==> src/mcuih_map.vh <==
`ifndef MCUIH_MAP_VH
`define MCUIH_MAP_VH

// Register byte offsets
`define MCUIH_OFF_REQ1 8'h00
`define MCUIH_OFF_REQ2 8'h04
`define MCUIH_OFF_WKFLAG 8'h08
`define MCUIH_OFF_EN1 8'h0c
`define MCUIH_OFF_EN2 8'h10
`define MCUIH_OFF_WKEDGE 8'h14
`define MCUIH_OFF_EXTEDGE 8'h18
`define MCUIH_OFF_EVEDGE 8'h1c
`define MCUIH_OFF_PMODE 8'h20
`define MCUIH_OFF_CCR 8'h24
`define MCUIH_OFF_SP 8'h28
`define MCUIH_OFF_STATUS 8'h2c

// Field positions in request/enable register one, and the mask bit of CCR
`define MCUIH_BIT_PIN_A 0
`define MCUIH_BIT_PIN_B 1
`define MCUIH_BIT_EVENT 2
`define MCUIH_BIT_WAKE 3
`define MCUIH_BIT_MASK 7

// Source numbering and counts
`define MCUIH_NPER 13
`define MCUIH_NSRC 17
`define MCUIH_IDX_W 5

// Reset values and vector table base
`define MCUIH_CCR_RST 8'h80
`define MCUIH_SP_RST 16'h0000
`define MCUIH_VEC_BASE 16'h0008

// Event edge field encodings
`define MCUIH_EV_FALL 2'b00
`define MCUIH_EV_RISE 2'b01

// Entry sequence lengths, in states of one clock each
`define MCUIH_N_STACK 4
`define MCUIH_N_VEC 2
`define MCUIH_N_FETCH 4
`define MCUIH_N_INT 4

`endif

==> src/mcuih_blank_guard.v <==
`timescale 1ns/1ps
`default_nettype none
`default_nettype wire

==> src/mcuih_top.v <==
// How it works
// - Each wakeup pin edge chosen by its bit
// - All wakeup pins share one vector
// - Wakeup pin edge in interrupt-input port mode sets its flag
// - Wakeup enable bit gates shared wakeup request
// - Two request pins, own vectors, own edges
// - Request pin edge sets its flag
// - Each request pin has own enable
// - Event pin edge by two-bit field, enable-gated
// - Peripherals set flags; enable bit masks them
// - Sleep-transition flags live in request registers
// - Request forwarded only while enable is one
// - Highest priority presented, others stay pending
// - Accept only while mask bit is zero
// - After instruction, push counter and condition codes
// - Set mask after stacking; return restores codes
// - Fetch vector, load counter, start handler
// - Clearing write completes before entry begins
// - Entry: 4 stack, 2 vector, 4 fetch, 4 internal
// - Everything disabled and masked after reset
// - Word accesses force address bit zero
// - Flags cleared only by writing zero
//
// The register addresses and the AHB-Lite register port are this design's own decisions.
`timescale 1ns/1ps
`default_nettype none
`include "mcuih_map.vh"

module mcuih_top (
    // Clock and reset
    input wire sys_clk_in,
    input wire rst_in,
    // AHB-Lite slave
    input wire hsel_in,
    input wire [7:0] haddr_in,
    input wire [1:0] htrans_in,
    input wire hwrite_in,
    input wire [2:0] hsize_in,
    input wire [31:0] hwdata_in,
    input wire hready_in,
    output wire hreadyout_out,
    output wire hresp_out,
    output reg [31:0] hrdata_out,
    // External pins
    input wire [7:0] wakeup_pins_in,
    input wire ext_request_pin_a_in,
    input wire ext_request_pin_b_in,
    input wire event_counter_request_pin_in,
    // Peripheral request pulses
    input wire [`MCUIH_NPER-1:0] periph_req_in,
    // CPU core
    input wire instr_done_in,
    input wire [15:0] next_pc_in,
    input wire rti_in,
    input wire [7:0] ccr_restore_in,
    input wire [15:0] mem_rdata_in,
    output reg mem_wr_out,
    output reg mem_rd_out,
    output reg [15:0] mem_addr_out,
    output reg [15:0] mem_wdata_out,
    output reg pc_load_out,
    output reg [15:0] pc_out,
    output reg exc_busy_out,
    output reg irq_pending_out
);

    localparam ST_IDLE = 3'd0;
    localparam ST_STACK = 3'd1;
    localparam ST_VEC = 3'd2;
    localparam ST_FETCH = 3'd3;
    localparam ST_INT = 3'd4;

    // Bus state
    reg ap_wr_q;
    reg [7:0] ap_addr_q;
    wire ap_take;
    wire wr_now;

    // Register file
    reg [7:0] req1_q;
    reg [7:0] req2_q;
    reg [7:0] wkflag_q;
    reg [7:0] en1_q;
    reg [7:0] en2_q;
    reg [7:0] wkedge_q;
    reg [1:0] extedge_q;
    reg [1:0] evedge_q;
    reg [9:0] pmode_q;
    reg [7:0] ccr_q;
    reg [15:0] sp_q;

    // Pin synchronisers and edge history
    reg [10:0] pin_s1_q;
    reg [10:0] pin_s2_q;
    reg [10:0] pin_prev_q;
    wire [10:0] rise;
    wire [10:0] fall;
    wire [7:0] wk_set;
    wire pa_set;
    wire pb_set;
    wire ev_set;
    reg ev_edge;

    // Sequencer
    reg [2:0] state_q;
    reg [3:0] cnt_q;
    reg [`MCUIH_IDX_W-1:0] src_q;
    reg [15:0] saved_pc_q;
    reg [15:0] vec_data_q;

    // Request gating and priority
    wire [`MCUIH_NSRC-1:0] flags;
    wire [`MCUIH_NSRC-1:0] enables;
    wire [`MCUIH_NSRC-1:0] live;
    reg [`MCUIH_IDX_W-1:0] top_idx;
    reg top_valid;
    integer i;

    // Flag set and clear terms
    wire [7:0] req1_set;
    wire [7:0] req2_set;
    wire req1_clr;
    wire req2_clr;
    wire wk_clr;

    // Entry qualifiers and addresses
    wire mask_on;
    wire accept;
    wire stack_wr;
    wire [15:0] push_addr;
    wire [15:0] vec_addr;

    assign hreadyout_out = 1'b1;
    assign hresp_out = 1'b0;
    assign ap_take = hsel_in && hready_in && htrans_in[1];
    assign wr_now = ap_wr_q;

    // Set terms from pins and peripherals, clear terms from bus writes
    assign req1_set = {periph_req_in[4:0], ev_set, pb_set, pa_set};
    assign req2_set = periph_req_in[12:5];
    assign req1_clr = wr_now && (ap_addr_q == `MCUIH_OFF_REQ1);
    assign req2_clr = wr_now && (ap_addr_q == `MCUIH_OFF_REQ2);
    assign wk_clr = wr_now && (ap_addr_q == `MCUIH_OFF_WKFLAG);

    // Entry waits out a write data phase so a clear lands first
    assign mask_on = ccr_q[`MCUIH_BIT_MASK];
    assign accept = instr_done_in && top_valid && !mask_on && !wr_now && !rti_in;
    assign stack_wr = (state_q == ST_STACK) && !cnt_q[0];
    assign push_addr = {sp_q[15:1], 1'b0} - 16'h0002;
    assign vec_addr = `MCUIH_VEC_BASE + {10'h000, src_q, 1'b0};

    // Synchronise then compare with previous sample
    always @(posedge sys_clk_in) begin
        if (rst_in) begin
            pin_s1_q <= 11'h7ff;
            pin_s2_q <= 11'h7ff;
            pin_prev_q <= 11'h7ff;
        end else begin
            pin_s1_q <= {event_counter_request_pin_in, ext_request_pin_b_in, ext_request_pin_a_in, wakeup_pins_in};
            pin_s2_q <= pin_s1_q;
            pin_prev_q <= pin_s2_q;
        end
    end

    assign rise = pin_s2_q & ~pin_prev_q;
    assign fall = ~pin_s2_q & pin_prev_q;

    genvar g;
    generate
        for (g = 0; g < 8; g = g + 1) begin : g_wake
            // Edge per pin, only in interrupt-input port mode
            assign wk_set[g] = pmode_q[2 + g] && (wkedge_q[g] ? rise[g] : fall[g]);
        end
    endgenerate

    assign pa_set = pmode_q[0] && (extedge_q[0] ? rise[8] : fall[8]);
    assign pb_set = pmode_q[1] && (extedge_q[1] ? rise[9] : fall[9]);

    always @* begin
        case (evedge_q)
            `MCUIH_EV_FALL: ev_edge = fall[10];
            `MCUIH_EV_RISE: ev_edge = rise[10];
            default: ev_edge = rise[10] | fall[10];
        endcase
    end
    assign ev_set = ev_edge && en1_q[`MCUIH_BIT_EVENT];

    // Bus address phase capture and read data
    always @(posedge sys_clk_in) begin
        if (rst_in) begin
            ap_wr_q <= 1'b0;
            ap_addr_q <= 8'h00;
            hrdata_out <= 32'h00000000;
        end else begin
            ap_wr_q <= ap_take && hwrite_in;
            if (ap_take) begin
                ap_addr_q <= {haddr_in[7:2], 2'b00};
            end
            if (ap_take && !hwrite_in) begin
                case ({haddr_in[7:2], 2'b00})
                    `MCUIH_OFF_REQ1: hrdata_out <= {24'h000000, req1_q};
                    `MCUIH_OFF_REQ2: hrdata_out <= {24'h000000, req2_q};
                    `MCUIH_OFF_WKFLAG: hrdata_out <= {24'h000000, wkflag_q};
                    `MCUIH_OFF_EN1: hrdata_out <= {24'h000000, en1_q};
                    `MCUIH_OFF_EN2: hrdata_out <= {24'h000000, en2_q};
                    `MCUIH_OFF_WKEDGE: hrdata_out <= {24'h000000, wkedge_q};
                    `MCUIH_OFF_EXTEDGE: hrdata_out <= {30'h0, extedge_q};
                    `MCUIH_OFF_EVEDGE: hrdata_out <= {30'h0, evedge_q};
                    `MCUIH_OFF_PMODE: hrdata_out <= {22'h0, pmode_q};
                    `MCUIH_OFF_CCR: hrdata_out <= {24'h000000, ccr_q};
                    `MCUIH_OFF_SP: hrdata_out <= {16'h0000, sp_q};
                    `MCUIH_OFF_STATUS: hrdata_out <= {16'h0000, 2'b00, top_valid, src_q, exc_busy_out, state_q, 4'h0};
                    default: hrdata_out <= 32'h00000000;
                endcase
            end
        end
    end

    // Request flags: zero clears, one keeps, hardware set wins
    always @(posedge sys_clk_in) begin
        if (rst_in) begin
            req1_q <= 8'h00;
            req2_q <= 8'h00;
            wkflag_q <= 8'h00;
        end else begin
            req1_q <= (req1_clr ? (req1_q & hwdata_in[7:0]) : req1_q)
                | req1_set;
            req2_q <= (req2_clr ? (req2_q & hwdata_in[7:0]) : req2_q)
                | req2_set;
            wkflag_q <= (wk_clr ? (wkflag_q & hwdata_in[7:0]) : wkflag_q)
                | wk_set;
        end
    end

    // Control registers; all enables off after reset
    always @(posedge sys_clk_in) begin
        if (rst_in) begin
            en1_q <= 8'h00;
            en2_q <= 8'h00;
            wkedge_q <= 8'h00;
            extedge_q <= 2'b00;
            evedge_q <= 2'b00;
            pmode_q <= 10'h000;
            sp_q <= `MCUIH_SP_RST;
        end else begin
            if (wr_now) begin
                case (ap_addr_q)
                    `MCUIH_OFF_EN1: en1_q <= hwdata_in[7:0];
                    `MCUIH_OFF_EN2: en2_q <= hwdata_in[7:0];
                    `MCUIH_OFF_WKEDGE: wkedge_q <= hwdata_in[7:0];
                    `MCUIH_OFF_EXTEDGE: extedge_q <= hwdata_in[1:0];
                    `MCUIH_OFF_EVEDGE: evedge_q <= hwdata_in[1:0];
                    `MCUIH_OFF_PMODE: pmode_q <= hwdata_in[9:0];
                    default: en1_q <= en1_q;
                endcase
            end
            // Bus write to the stack pointer beats stacking and return
            if (wr_now && ap_addr_q == `MCUIH_OFF_SP) begin
                sp_q <= {hwdata_in[15:1], 1'b0};
            end else if (stack_wr) begin
                sp_q <= sp_q - 16'h0002;
            end else if (rti_in) begin
                sp_q <= sp_q + 16'h0004;
            end
        end
    end

    // Sources in priority order, index zero highest
    assign flags = {req2_q, req1_q[7:3], |wkflag_q, req1_q[2:0]};
    assign enables = {en2_q, en1_q[7:3], en1_q[`MCUIH_BIT_WAKE], en1_q[2:0]};
    assign live = flags & enables;

    always @* begin
        top_idx = {`MCUIH_IDX_W{1'b0}};
        top_valid = 1'b0;
        for (i = `MCUIH_NSRC - 1; i >= 0; i = i - 1) begin
            if (live[i]) begin
                top_idx = i[`MCUIH_IDX_W-1:0];
                top_valid = 1'b1;
            end
        end
    end

    // Entry sequencer
    always @(posedge sys_clk_in) begin
        if (rst_in) begin
            state_q <= ST_IDLE;
            cnt_q <= 4'h0;
            src_q <= {`MCUIH_IDX_W{1'b0}};
            saved_pc_q <= 16'h0000;
            vec_data_q <= 16'h0000;
            ccr_q <= `MCUIH_CCR_RST;
            mem_wr_out <= 1'b0;
            mem_rd_out <= 1'b0;
            mem_addr_out <= 16'h0000;
            mem_wdata_out <= 16'h0000;
            pc_load_out <= 1'b0;
            pc_out <= 16'h0000;
            exc_busy_out <= 1'b0;
            irq_pending_out <= 1'b0;
        end else begin
            mem_wr_out <= 1'b0;
            mem_rd_out <= 1'b0;
            pc_load_out <= 1'b0;
            irq_pending_out <= top_valid && !mask_on;
            if (wr_now && ap_addr_q == `MCUIH_OFF_CCR) begin
                ccr_q <= hwdata_in[7:0];
            end else if (rti_in && state_q == ST_IDLE) begin
                ccr_q <= ccr_restore_in;
            end
            case (state_q)
                ST_IDLE: begin
                    if (accept) begin
                        state_q <= ST_STACK;
                        cnt_q <= 4'h0;
                        src_q <= top_idx;
                        saved_pc_q <= next_pc_in;
                        exc_busy_out <= 1'b1;
                    end
                end
                ST_STACK: begin
                    if (stack_wr) begin
                        mem_wr_out <= 1'b1;
                        mem_addr_out <= push_addr;
                        mem_wdata_out <= (cnt_q == 4'h0) ? saved_pc_q : {ccr_q, ccr_q};
                    end
                    if (cnt_q == `MCUIH_N_STACK - 1) begin
                        ccr_q[`MCUIH_BIT_MASK] <= 1'b1;
                        state_q <= ST_VEC;
                        cnt_q <= 4'h0;
                    end else begin
                        cnt_q <= cnt_q + 4'h1;
                    end
                end
                ST_VEC: begin
                    if (cnt_q == 4'h0) begin
                        mem_rd_out <= 1'b1;
                        mem_addr_out <= vec_addr;
                    end
                    if (cnt_q == `MCUIH_N_VEC - 1) begin
                        vec_data_q <= {mem_rdata_in[15:1], 1'b0};
                        state_q <= ST_FETCH;
                        cnt_q <= 4'h0;
                    end else begin
                        cnt_q <= cnt_q + 4'h1;
                    end
                end
                ST_FETCH: begin
                    if (cnt_q == `MCUIH_N_FETCH - 1) begin
                        state_q <= ST_INT;
                        cnt_q <= 4'h0;
                    end else begin
                        cnt_q <= cnt_q + 4'h1;
                    end
                end
                ST_INT: begin
                    if (cnt_q == `MCUIH_N_INT - 1) begin
                        pc_load_out <= 1'b1;
                        pc_out <= vec_data_q;
                        exc_busy_out <= 1'b0;
                        state_q <= ST_IDLE;
                        cnt_q <= 4'h0;
                    end else begin
                        cnt_q <= cnt_q + 4'h1;
                    end
                end
                default: begin
                    state_q <= ST_IDLE;
                    cnt_q <= 4'h0;
                end
            endcase
        end
    end

endmodule // mcuih_top
`default_nettype wire

==> config.mk <==
export PLATFORM = sky130hd
export DESIGN_NAME = mcuih_top
export DESIGN_NICKNAME = d
export VERILOG_FILES = /design/src/mcuih_blank_guard.v /design/src/mcuih_top.v
export VERILOG_INCLUDE_DIRS = /design/src
export SDC_FILE = /design/constraint.sdc
export NUM_CORES = 1
export LEC_CHECK = 0
export CAP_MARGIN = 25
export CORE_MARGIN = 4
export CORE_UTILIZATION = 50
export DETAILED_ROUTE_END_ITERATION = 10
export DONT_BUFFER_PORTS = 1
export REMOVE_ABC_BUFFERS = 1
export SLEW_MARGIN = 20
export SYNTH_ARGS = -nofsm -noshare
export SYNTH_HDL_FRONTEND = slang
export SYNTH_SLANG_ARGS = --single-unit
==> constraint.sdc <==
create_clock -name sys_clk_in -period 2.3 [get_ports sys_clk_in]
set_clock_uncertainty 0.1 [all_clocks]
set_input_delay 0 -clock sys_clk_in [delete_from_list [all_inputs] [get_ports sys_clk_in]]
set_output_delay 0 -clock sys_clk_in [all_outputs]
set_load 0.02 [all_outputs]
-- Yosys cells after proc, flatten, opt, wreduce, memory -nomap -nowiden
Index checks and enable logic that the tools add are counted.
- bits in latches: 0
- output and inout bits: 87
- input bits: 116
- register bits: 253
- memories kept: 0
- memory bits (writable): 0
- logic and storage cells: 224
- memory bits (read-only): 0
- shift operators: 0
- mux-type cells: 76
- div/mod/pow operators: 0
- reductions and logical operators: 61
- multipliers: 0
- bitwise operators: 15
- magnitude comparators: 0
- eq/ne operators: 35
- add/subtract/negate cells: 5
- operators by type and width (cell ; count):
    one-hot mux 16 bit (12 select lines) ; 1
    two-way mux 16 bit ; 6
    two-way mux 5 bit ; 17
    == test 6 x 3 -> 1 bit (second input constant) ; 8
    == test 6 x 4 -> 1 bit (second input constant) ; 7
    two-way mux 8 bit ; 5
    two-way mux 1 bit ; 34
    one-hot mux 16 bit (2 select lines) ; 1
    subtractor 16 x 2 -> 16 bit (second input constant) ; 2
    logical AND 1 bit ; 27
    bitwise AND 8 bit ; 3
    == test 6 x 2 -> 1 bit (second input constant) ; 4
    bitwise OR 8 bit ; 3
    bitwise AND 11 bit ; 2
    inverter 11 bit ; 2
    AND reduction 2 bit ; 10
    bitwise AND 17 bit ; 1
    adder 16 x 3 -> 16 bit (second input constant) ; 1
    two-way mux 3 bit ; 5
    one-hot mux 3 bit (5 select lines) ; 1
    == test 6 x 1 -> 1 bit (second input constant) ; 2
    two-way mux 4 bit ; 3
    inequality test 2 bit (second input constant) ; 6
    one-hot mux 4 bit (3 select lines) ; 1
    25 further kinds ; 40

-- Longest topological paths before layout
Gate-level depths: netlist (run 1).
- depth in word-level cells: 25
- depth in mapped cells: 9
- mapped depth without buffers: 8

-- Worst setup path before layout (run 1)
OpenSTA, ideal clock, no wires.
- kind: register to register
- start: register cnt_q[0]
- end: register pc_out[10]
- stages on the path, launching flop included: 9
- slack: 0.263 ns
- arrival: 1.867 ns
- period minus slack after synthesis: 2.037 ns
- library setup time: 0.070 ns
- cell sequence: dfxtp_1 ha_1 inv_1 nor3_1 and3_1 clkbuf_1 clkbuf_1 nand2_1 a21oi_1
- word-level cells in the longest chain between the ends: 2
- RTL lines (what ; RTL line ; RTL):
    from (decl) ; mcuih_top.v:106 ; reg [3:0] cnt_q;
    from (signal assigned) ; mcuih_top.v:332 ; cnt_q <= cnt_q + 4'h1;
    from (signal assigned) ; mcuih_top.v:345 ; cnt_q <= cnt_q + 4'h1;
    from (signal assigned) ; mcuih_top.v:353 ; cnt_q <= cnt_q + 4'h1;
    == test 4 x 2 -> 1 bit ; mcuih_top.v:357 ; if (cnt_q == `MCUIH_N_INT - 1) begin
    AND reduction 2 bit (no source line) ; - ;
    to (signal assigned) ; mcuih_top.v:359 ; pc_out <= vec_data_q;
    to (decl) ; mcuih_top.v:62 ; output reg [15:0] pc_out,
No other way between the ends.
A chain may end at the register's enable or synchronous reset.

-- Final worst setup path (run 1)
- start: register ccr_q[7]
- end: register hrdata_out[7]
- word-level cells in the longest chain between the ends: 1
- RTL lines (what ; RTL line ; RTL):
    from (decl) ; mcuih_top.v:89 ; reg [7:0] ccr_q;
    from (signal assigned) ; mcuih_top.v:292 ; ccr_q <= `MCUIH_CCR_RST;
    from (signal assigned) ; mcuih_top.v:307 ; ccr_q <= hwdata_in[7:0];
    from (signal assigned) ; mcuih_top.v:309 ; ccr_q <= ccr_restore_in;
    one-hot mux 16 bit (12 select lines) ; mcuih_top.v:200 ; case ({haddr_in[7:2], 2'b00})
    to (signal assigned) ; mcuih_top.v:201 ; `MCUIH_OFF_REQ1: hrdata_out <= {24'h000000, req1_q};
    to (signal assigned) ; mcuih_top.v:202 ; `MCUIH_OFF_REQ2: hrdata_out <= {24'h000000, req2_q};
    to (signal assigned) ; mcuih_top.v:203 ; `MCUIH_OFF_WKFLAG: hrdata_out <= {24'h000000, wkflag_q};
    to (decl) ; mcuih_top.v:43 ; output reg [31:0] hrdata_out,
No other way between the ends.

==> results.ini, run 1 <==
[sta]
slew_headroom_pct=66.3
slew_violations=0
hold_ws_ns=-0.558
period_minus_slack_ns=2.25
finalCritPeriodShare_pct=97.7
rsz0062_at_grt=false
tightest_slew_ns=0.504
setup_viol=0
max_freq_mhz=445
hold_viol=160
tns_ns=0

[final_layout]
drive_above_1_share_pct=13.3
final_util_pct=61.9
n_antenna_cell=0
area_growth_syn_to_layout_pct=20.2
nets=1461

[grt]
overflow=0
grt_pass1_vias=8715
antenna_found_initial=0
grt_use_total_pct=24.3
grt_max_degree=229
grt_pass1_wl_mm=47.1

[route]
num_vias=9136
drtAntennaViolNets=0
wl_mm=29.9
wl_per_cell_um=18.5
drt-initial-drc-count=684
via_per_inst=5.65
dr.pass1.iters=5
drcViolationCount=0

[logic_synthesis]
synth_top_family_by_area=simple AND/OR/NAND/NOR gates
synth_cell_types=67
yosys.cell_count.top_type=dfxtp_1
synth-compound-area-share_pct=15.8
ys_seq_area_share_pct=44.4
synthSimpleGateAreaFrac_pct=22.0
synth-xor-area-share_pct=2.15
ys_top_cells_by_area=dfxtp_1 (44%), nand2_1 (6.8%), mux2i_1 (6.0%)
synth_top_area_share_pct=44.4
syn_avg_cell_area_sq_um=8.55
yosys-mux-area-fraction_pct=8.51
synth_edf_count=0
netlist_area_sq_um=10600
ys_warn_count=0
yosys.area_share.adder_pct=1.18
synth_flop_cell=dfxtp_1
synthTopCellsByCount=dfxtp_1 (235), nand2_1 (193), nor2_1 (144)
synth.largest_area_cell=dfxtp_1
synthCells=1239
ys_seq_elements=235
postSynth.asyncResetShare_pct=0

[floorplan]
die_w_um=154
die-area_sq_um=23600
core_area_sq_um=20600
start_util_pct=51.5
fp-row-count=52
ios=203
die_h_um=154

[worst_setup_path]
arrival_ns=2.55
worstPathRequired_ns=2.61
path_class=register to register
end_kind=register
rr_worst_depth=5
slowest_delay_ns=0.55
crit_fanout=5
path_cells=mux4_2 > a22o_1 > o21ai_0 > a21oi_1 > dlygate4sd3_1
crit_path_top_delay_cell=dlygate4sd3_1
crit_path_start_kind=register

[hold_path]
min_path_type=input pin to register
whs_path_depth=1

[clocking]
cts_tree=built
htree_levels=1
cts_sinks=235
cts_buffers=26
root_buffer=clkbuf_16
cts.clk_slew.worst_paths_ns=0.06
cts_buffer_depth=3
clk-insertion-delay-late_ns=0.52

[power_and_ir_drop]
p_leak_nw=4.88
powerDensity_nw_per_um2=673
ir_drop_mv=0.600

[job]
max_cap_viol_count=0

[outcome]
violations=hold timing
status=finished with violations

[place]
portBuffers=0
post-dp-hpwl_mm=20.2
place_congestion=0.887

final cells by class:
class                      count  area (sq um)
tap                          270           338
timing repair buffer         151          1390
clock inverter                 5          50.0
multi-input combinational    895          5380
inverter                      26          97.6
clock buffer                  36           759
fill                        1858          7830
sequential                   235          4710
logic make-up after synthesis:
family | after synthesis
muxes | 77
adders and majority gates | 10
buffers and inverters | 127
and+or+nand+nor | 495
other | 2
AOI/OAI and AO/OA | 267
DFF | 235
xor gates and xnor gates | 26
path summary, 6_finish.rpt:
path,to,startpoint,slack [ns]
worst max-delay path,hrdata_out[7]$_SDFFE_PP0P_,ccr_q[7]$_SDFF_PP1_,0.05
worst min-delay path,vec_data_q[7]$_SDFFE_PP0P_,rst_in,-0.56
worst max register to register,hrdata_out[7]$_SDFFE_PP0P_,ccr_q[7]$_SDFF_PP1_,0.05
worst min register to register,pc_out[12]$_SDFFE_PP0P_,vec_data_q[12]$_SDFFE_PP0P_,0.34
cell usage in the layout (no fill, tap or decap), drive strengths merged, types with 9 or more instances in the layout:
cell,n
nand4,10
nor3,28
a211oi,37
xnor2,13
clkbuf,36
nand2,193
nand3,15
dlygate4sd3,99
a32oi,9
nor2b,14
or3,9
a21oi,112
o21ai,52
or2,38
mux4,10
a22oi,22
dfxtp,235
buf,52
conb,20
mux2i,63
nor2,148
xor2,13
inv,26
ha,10
state kept, by name, indices dropped and copies added (netlist names), 2 cells and up:
register and cells:
req2_q 8, pmode_q 10, evedge_q 2, en1_q 8, src_q 5, ap_addr_q 6
hrdata_out 16, mem_wdata_out 16, mem_addr_out 15, pin_prev_q 11, vec_data_q 15, extedge_q 2
en2_q 8, ccr_q 8, pc_out 15, pin_s1_q 11, pin_s2_q 11, req1_q 8
saved_pc_q 16, sp_q 15, wkedge_q 8, cnt_q 4, state_q 3, wkflag_q 8
report_power, final:
group / switching, W / leakage [nW] / total [W] / internal (W)
logic: 0.000205 / 2.57 / 0.000429 / 0.000224
clock network: 0.00158 / 0.403 / 0.00396 / 0.00238
registers: 0.0000487 / 1.91 / 0.00418 / 0.00413
total: 0.00183 / 4.88 / 0.00856 / 0.00673
metrics by stage:
step | power (W) | instance area, sq um | cells | setup WS, ns
2_1_floorplan | 0.00450 | 10100 | 1156 | -0.218
3_3_place_gp | 0.00460 | 10900 | 1477 | 0.175
3_5_place_dp | 0.00460 | 10900 | 1477 | 0.102
4_1_cts | 0.00861 | 12500 | 1602 | 0.0195
5_1_grt | 0.00887 | 12700 | 1618 | 0.000593
6_report | 0.00856 | 12700 | 1618 | 0.0530
layer usage:
metal | up-vias | wire length, um | GRT usage, %
li1 | 4418 | - | -
met5 | - | 0 | 0
met4 | 0 | 742 | 6.60
met3 | 53 | 2270 | 4.92
met1 | 4336 | 13200 | 33.7
met2 | 329 | 13700 | 39.0
repair_timing:
item | in CTS | in global routing
setup buffers | 0 | 1
endpoints found under the setup margin | 0 | 30
hold buffers | 84 | 16
endpoints found under the hold margin | 235 | 165
gates resized for setup | 0 | 18
worst max-delay path: cells and delay by family, from the launching register on:
family / cells / cell delay (ns)
compound gates: 3 / 0.57
buf+inv: 1 / 0.55
flops: 1 / 0.39
mux: 1 / 0.52
No activity file was read; power rests on OpenSTA's default activity.
==> run 2, diff against run 1 <==
--- a/config.mk
+++ b/config.mk
@@ -6,11 +6,12 @@
 export SDC_FILE = /design/constraint.sdc
 export NUM_CORES = 1
 export LEC_CHECK = 0
-export CAP_MARGIN = 25
+export CAP_MARGIN = 20
 export CORE_MARGIN = 4
 export CORE_UTILIZATION = 50
 export DETAILED_ROUTE_END_ITERATION = 10
 export DONT_BUFFER_PORTS = 1
+export PLACE_DENSITY = 0.74
 export REMOVE_ABC_BUFFERS = 1
 export SLEW_MARGIN = 20
 export SYNTH_ARGS = -nofsm -noshare
==> constraint.sdc (replaced) <==
create_clock -name sys_clk_in -period 2.3 [get_ports sys_clk_in]
set_clock_uncertainty 0.1 [all_clocks]
set_input_delay 0.23 -clock sys_clk_in [delete_from_list [all_inputs] [get_ports sys_clk_in]]
set_output_delay 0.23 -clock sys_clk_in [all_outputs]
set_load 0.02 [all_outputs]
==> run 2 against run 1 <==
The run still ends with hold timing left; sequential share of layout area down 0.41 points; sequential power about the same; wire length up 3.4%; die area unchanged; first-iteration DRC count up 48%; final cell count up 1.2%; cell area up 1.0%; critical endpoint is now sp_q[1]$_SDFFE_PP0P_.
==> results.ini, run 2 (synthesis results as in run 1) <==
[outcome]
status=finished with violations
violations=hold timing

[sta]
setup_viol=0  ; unchanged
rsz0062_at_grt=true
hold_viol=162  ; +1.3%
setup_ws_ns=0.0228  ; -0.0301 ns
slew_violations=0  ; unchanged
slew_headroom_pct=56.5  ; -9.8 points
tightest_slew_ns=0.651  ; +0.147 ns
max_freq_mhz=439  ; -1.3%
tns_ns=0  ; unchanged
finalCritPeriodShare_pct=99.0  ; +1.3 points
hold_ws_ns=-0.315  ; +0.243 ns
period_minus_slack_ns=2.28  ; +0.0301 ns

[final_layout]
final_common_cell=dfxtp_1
reg_top3=hrdata_out x16, mem_wdata_out x16, saved_pc_q x16
area_growth_syn_to_layout_pct=21.4
nets=1477  ; +1.1%
n_fill_cell=1780  ; -4.2%
mostFrequentLayoutCells=dfxtp_1 (234), nand2_1 (193), nor2_1 (144)
final_util_pct=62.5  ; +0.63 points
drive_above_1_share_pct=12.8  ; -0.48 points

[route]
drcViolationCount=0  ; unchanged
drtAntennaViolNets=0  ; unchanged
wl_mm=30.9  ; +3.4%
num_vias=9342  ; +2.3%
drt-initial-drc-count=1014  ; +48%
dr.pass1.iters=6  ; +1
via_per_inst=5.70  ; +1.0%
wl_per_cell_um=18.9  ; +2.1%

[grt]
grt_use_total_pct=24.7  ; +0.32 points
grt_max_degree=229  ; unchanged
grt_pass1_wl_mm=47.9  ; +1.7%
overflow=0  ; unchanged
grt_pass1_vias=8916  ; +2.3%
antenna_found_initial=2  ; +2

[clocking]
cts.clk_slew.worst_paths_ns=0.06  ; about the same
cts_sinks=235  ; unchanged
clk-insertion-delay-late_ns=0.52  ; about the same
root_buffer=clkbuf_16
cts_buffers=25  ; -3.8%
cts_tree=built
htree_levels=1  ; unchanged
cts_buffer_depth=3  ; unchanged

[floorplan]
core_area_sq_um=20600  ; unchanged
die_w_um=154  ; unchanged
die_h_um=154  ; unchanged
fp-row-count=52  ; unchanged
ios=203  ; unchanged
die-area_sq_um=23600  ; unchanged
start_util_pct=51.5  ; unchanged

[worst_setup_path]
r2r_end=sp_q[1]$_SDFFE_PP0P_
end_kind=register
crit_path_top_delay_cell=or4b_4
path_class=register to register
r2r_slack_ns=0.02  ; -0.03 ns
r2r-start=cnt_q[0]$_SDFFE_PP0P_
arrival_ns=2.59  ; +0.04 ns
rr_worst_depth=5  ; unchanged
slowest_delay_ns=0.69  ; +0.14 ns
path_cells=or4b_4 > buf_4 > nand2_1 > a311oi_1 > dlygate4sd3_1
crit_fanout=19  ; +14
crit_path_start_kind=register
worstPathRequired_ns=2.61  ; about the same

[place]
post-dp-hpwl_mm=20.4  ; +1.4%
place_ws_ns=-0.0388  ; -0.141 ns
portBuffers=0  ; unchanged
place_congestion=0.904  ; +1.9%

[power_and_ir_drop]
ir_drop_mv=0.496  ; -17%
powerDensity_nw_per_um2=661  ; -1.8%
p_leak_nw=4.94  ; +1.1%

[job]
max_cap_viol_count=0  ; unchanged

[hold_path]
min_path_type=input pin to register
hold_end=pc_out[6]$_SDFFE_PP0P_
whs_path_depth=1  ; unchanged
worstHoldStart=rst_in

==> run 2: cell types whose count changed in the layout (fill, tap and decap cells not counted), sizes merged <==
cell	delta
clkbuf	+4
diode	+1
dlygate4sd3	+13
clkinv	-2
buf	+4
==> run 2: report_power, final <==
group / switching (W) / internal (W) / leakage (nW)
Sequential: 0.0000430 / 0.00413 / 1.91
Combinational: 0.000238 / 0.000251 / 2.66
Clock: 0.00159 / 0.00224 / 0.372
==> run 2: worst max-delay path, delay by kind of cell, from the launching register on <==
kind / cells / cell delay [ns]
simple gates: 2 / 0.77
buf+inv: 2 / 0.82
flops: 1 / 0.39
compound gates: 1 / 0.07
==> run 2: area by class of cell <==
| type | count | area, sq um | area share (%) |
|---|---|---|---|
| Antenna cell | 1 | 2.50 | 0.0195 |
| Clock buffer | 40 | 722 | 5.62 |
| Clock inverter | 3 | 40.0 | 0.311 |
| Inverter | 26 | 97.6 | 0.759 |
| Multi-Input combinational cell | 895 | 5380 | 41.9 |
| Sequential cell | 235 | 4710 | 36.6 |
| Tap cell | 270 | 338 | 2.63 |
| Timing Repair Buffer | 168 | 1570 | 12.2 |
==> run 2: metal layers <==
| layer | GRT usage (%) | wire length, um |
|---|---|---|
| met1 | 32.3 | 12800 |
| met2 | 40.3 | 14200 |
| met3 | 6.27 | 2900 |
| met4 | 7.49 | 926 |
| met5 | 0 | 0 |
==> run 2: timing repair <==
| action | 4_1_cts | 5_1_grt |
|---|---|---|
| setup buffers | 2 | 1 |
| hold buffers | 80 | 33 |
| endpoints found under the hold margin | 235 | 162 |
| pin swaps | 2 | 2 |
| setup endpoints to repair | 16 | 35 |
| gates resized for setup | 0 | 13 |
==> run 2: worst max path at each step <==
stage	slack, ns	endpoint	startpoint
CTS	0.008	cnt_q[1]$_SDFFE_PP0P_	en2_q[2]$_SDFFE_PP0P_
global route	-0.05	sp_q[1]$_SDFFE_PP0P_	cnt_q[0]$_SDFFE_PP0P_
finish	0.02	sp_q[1]$_SDFFE_PP0P_	cnt_q[0]$_SDFFE_PP0P_
global placement	0.06	saved_pc_q[14]$_SDFFE_PP0P_	wkflag_q[4]$_SDFF_PP0_
detailed placement	-0.04	saved_pc_q[6]$_SDFFE_PP0P_	en2_q[2]$_SDFFE_PP0P_
floorplan	-0.22	sp_q[15]$_SDFFE_PP0P_	state_q[2]$_SDFFE_PP0P_
==> run 2: metrics by stage <==
stage          instances  cell area, sq um  power [W]  hold slack, ns
3_3_place_gp        1479             10900    0.00461           0.229
5_1_grt             1638             12900    0.00874          -0.323
6_report            1638             12900    0.00849          -0.315
2_1_floorplan       1156             10100    0.00450           0.199
3_5_place_dp        1479             10900    0.00462           0.226
4_1_cts             1604             12500    0.00845          -0.316
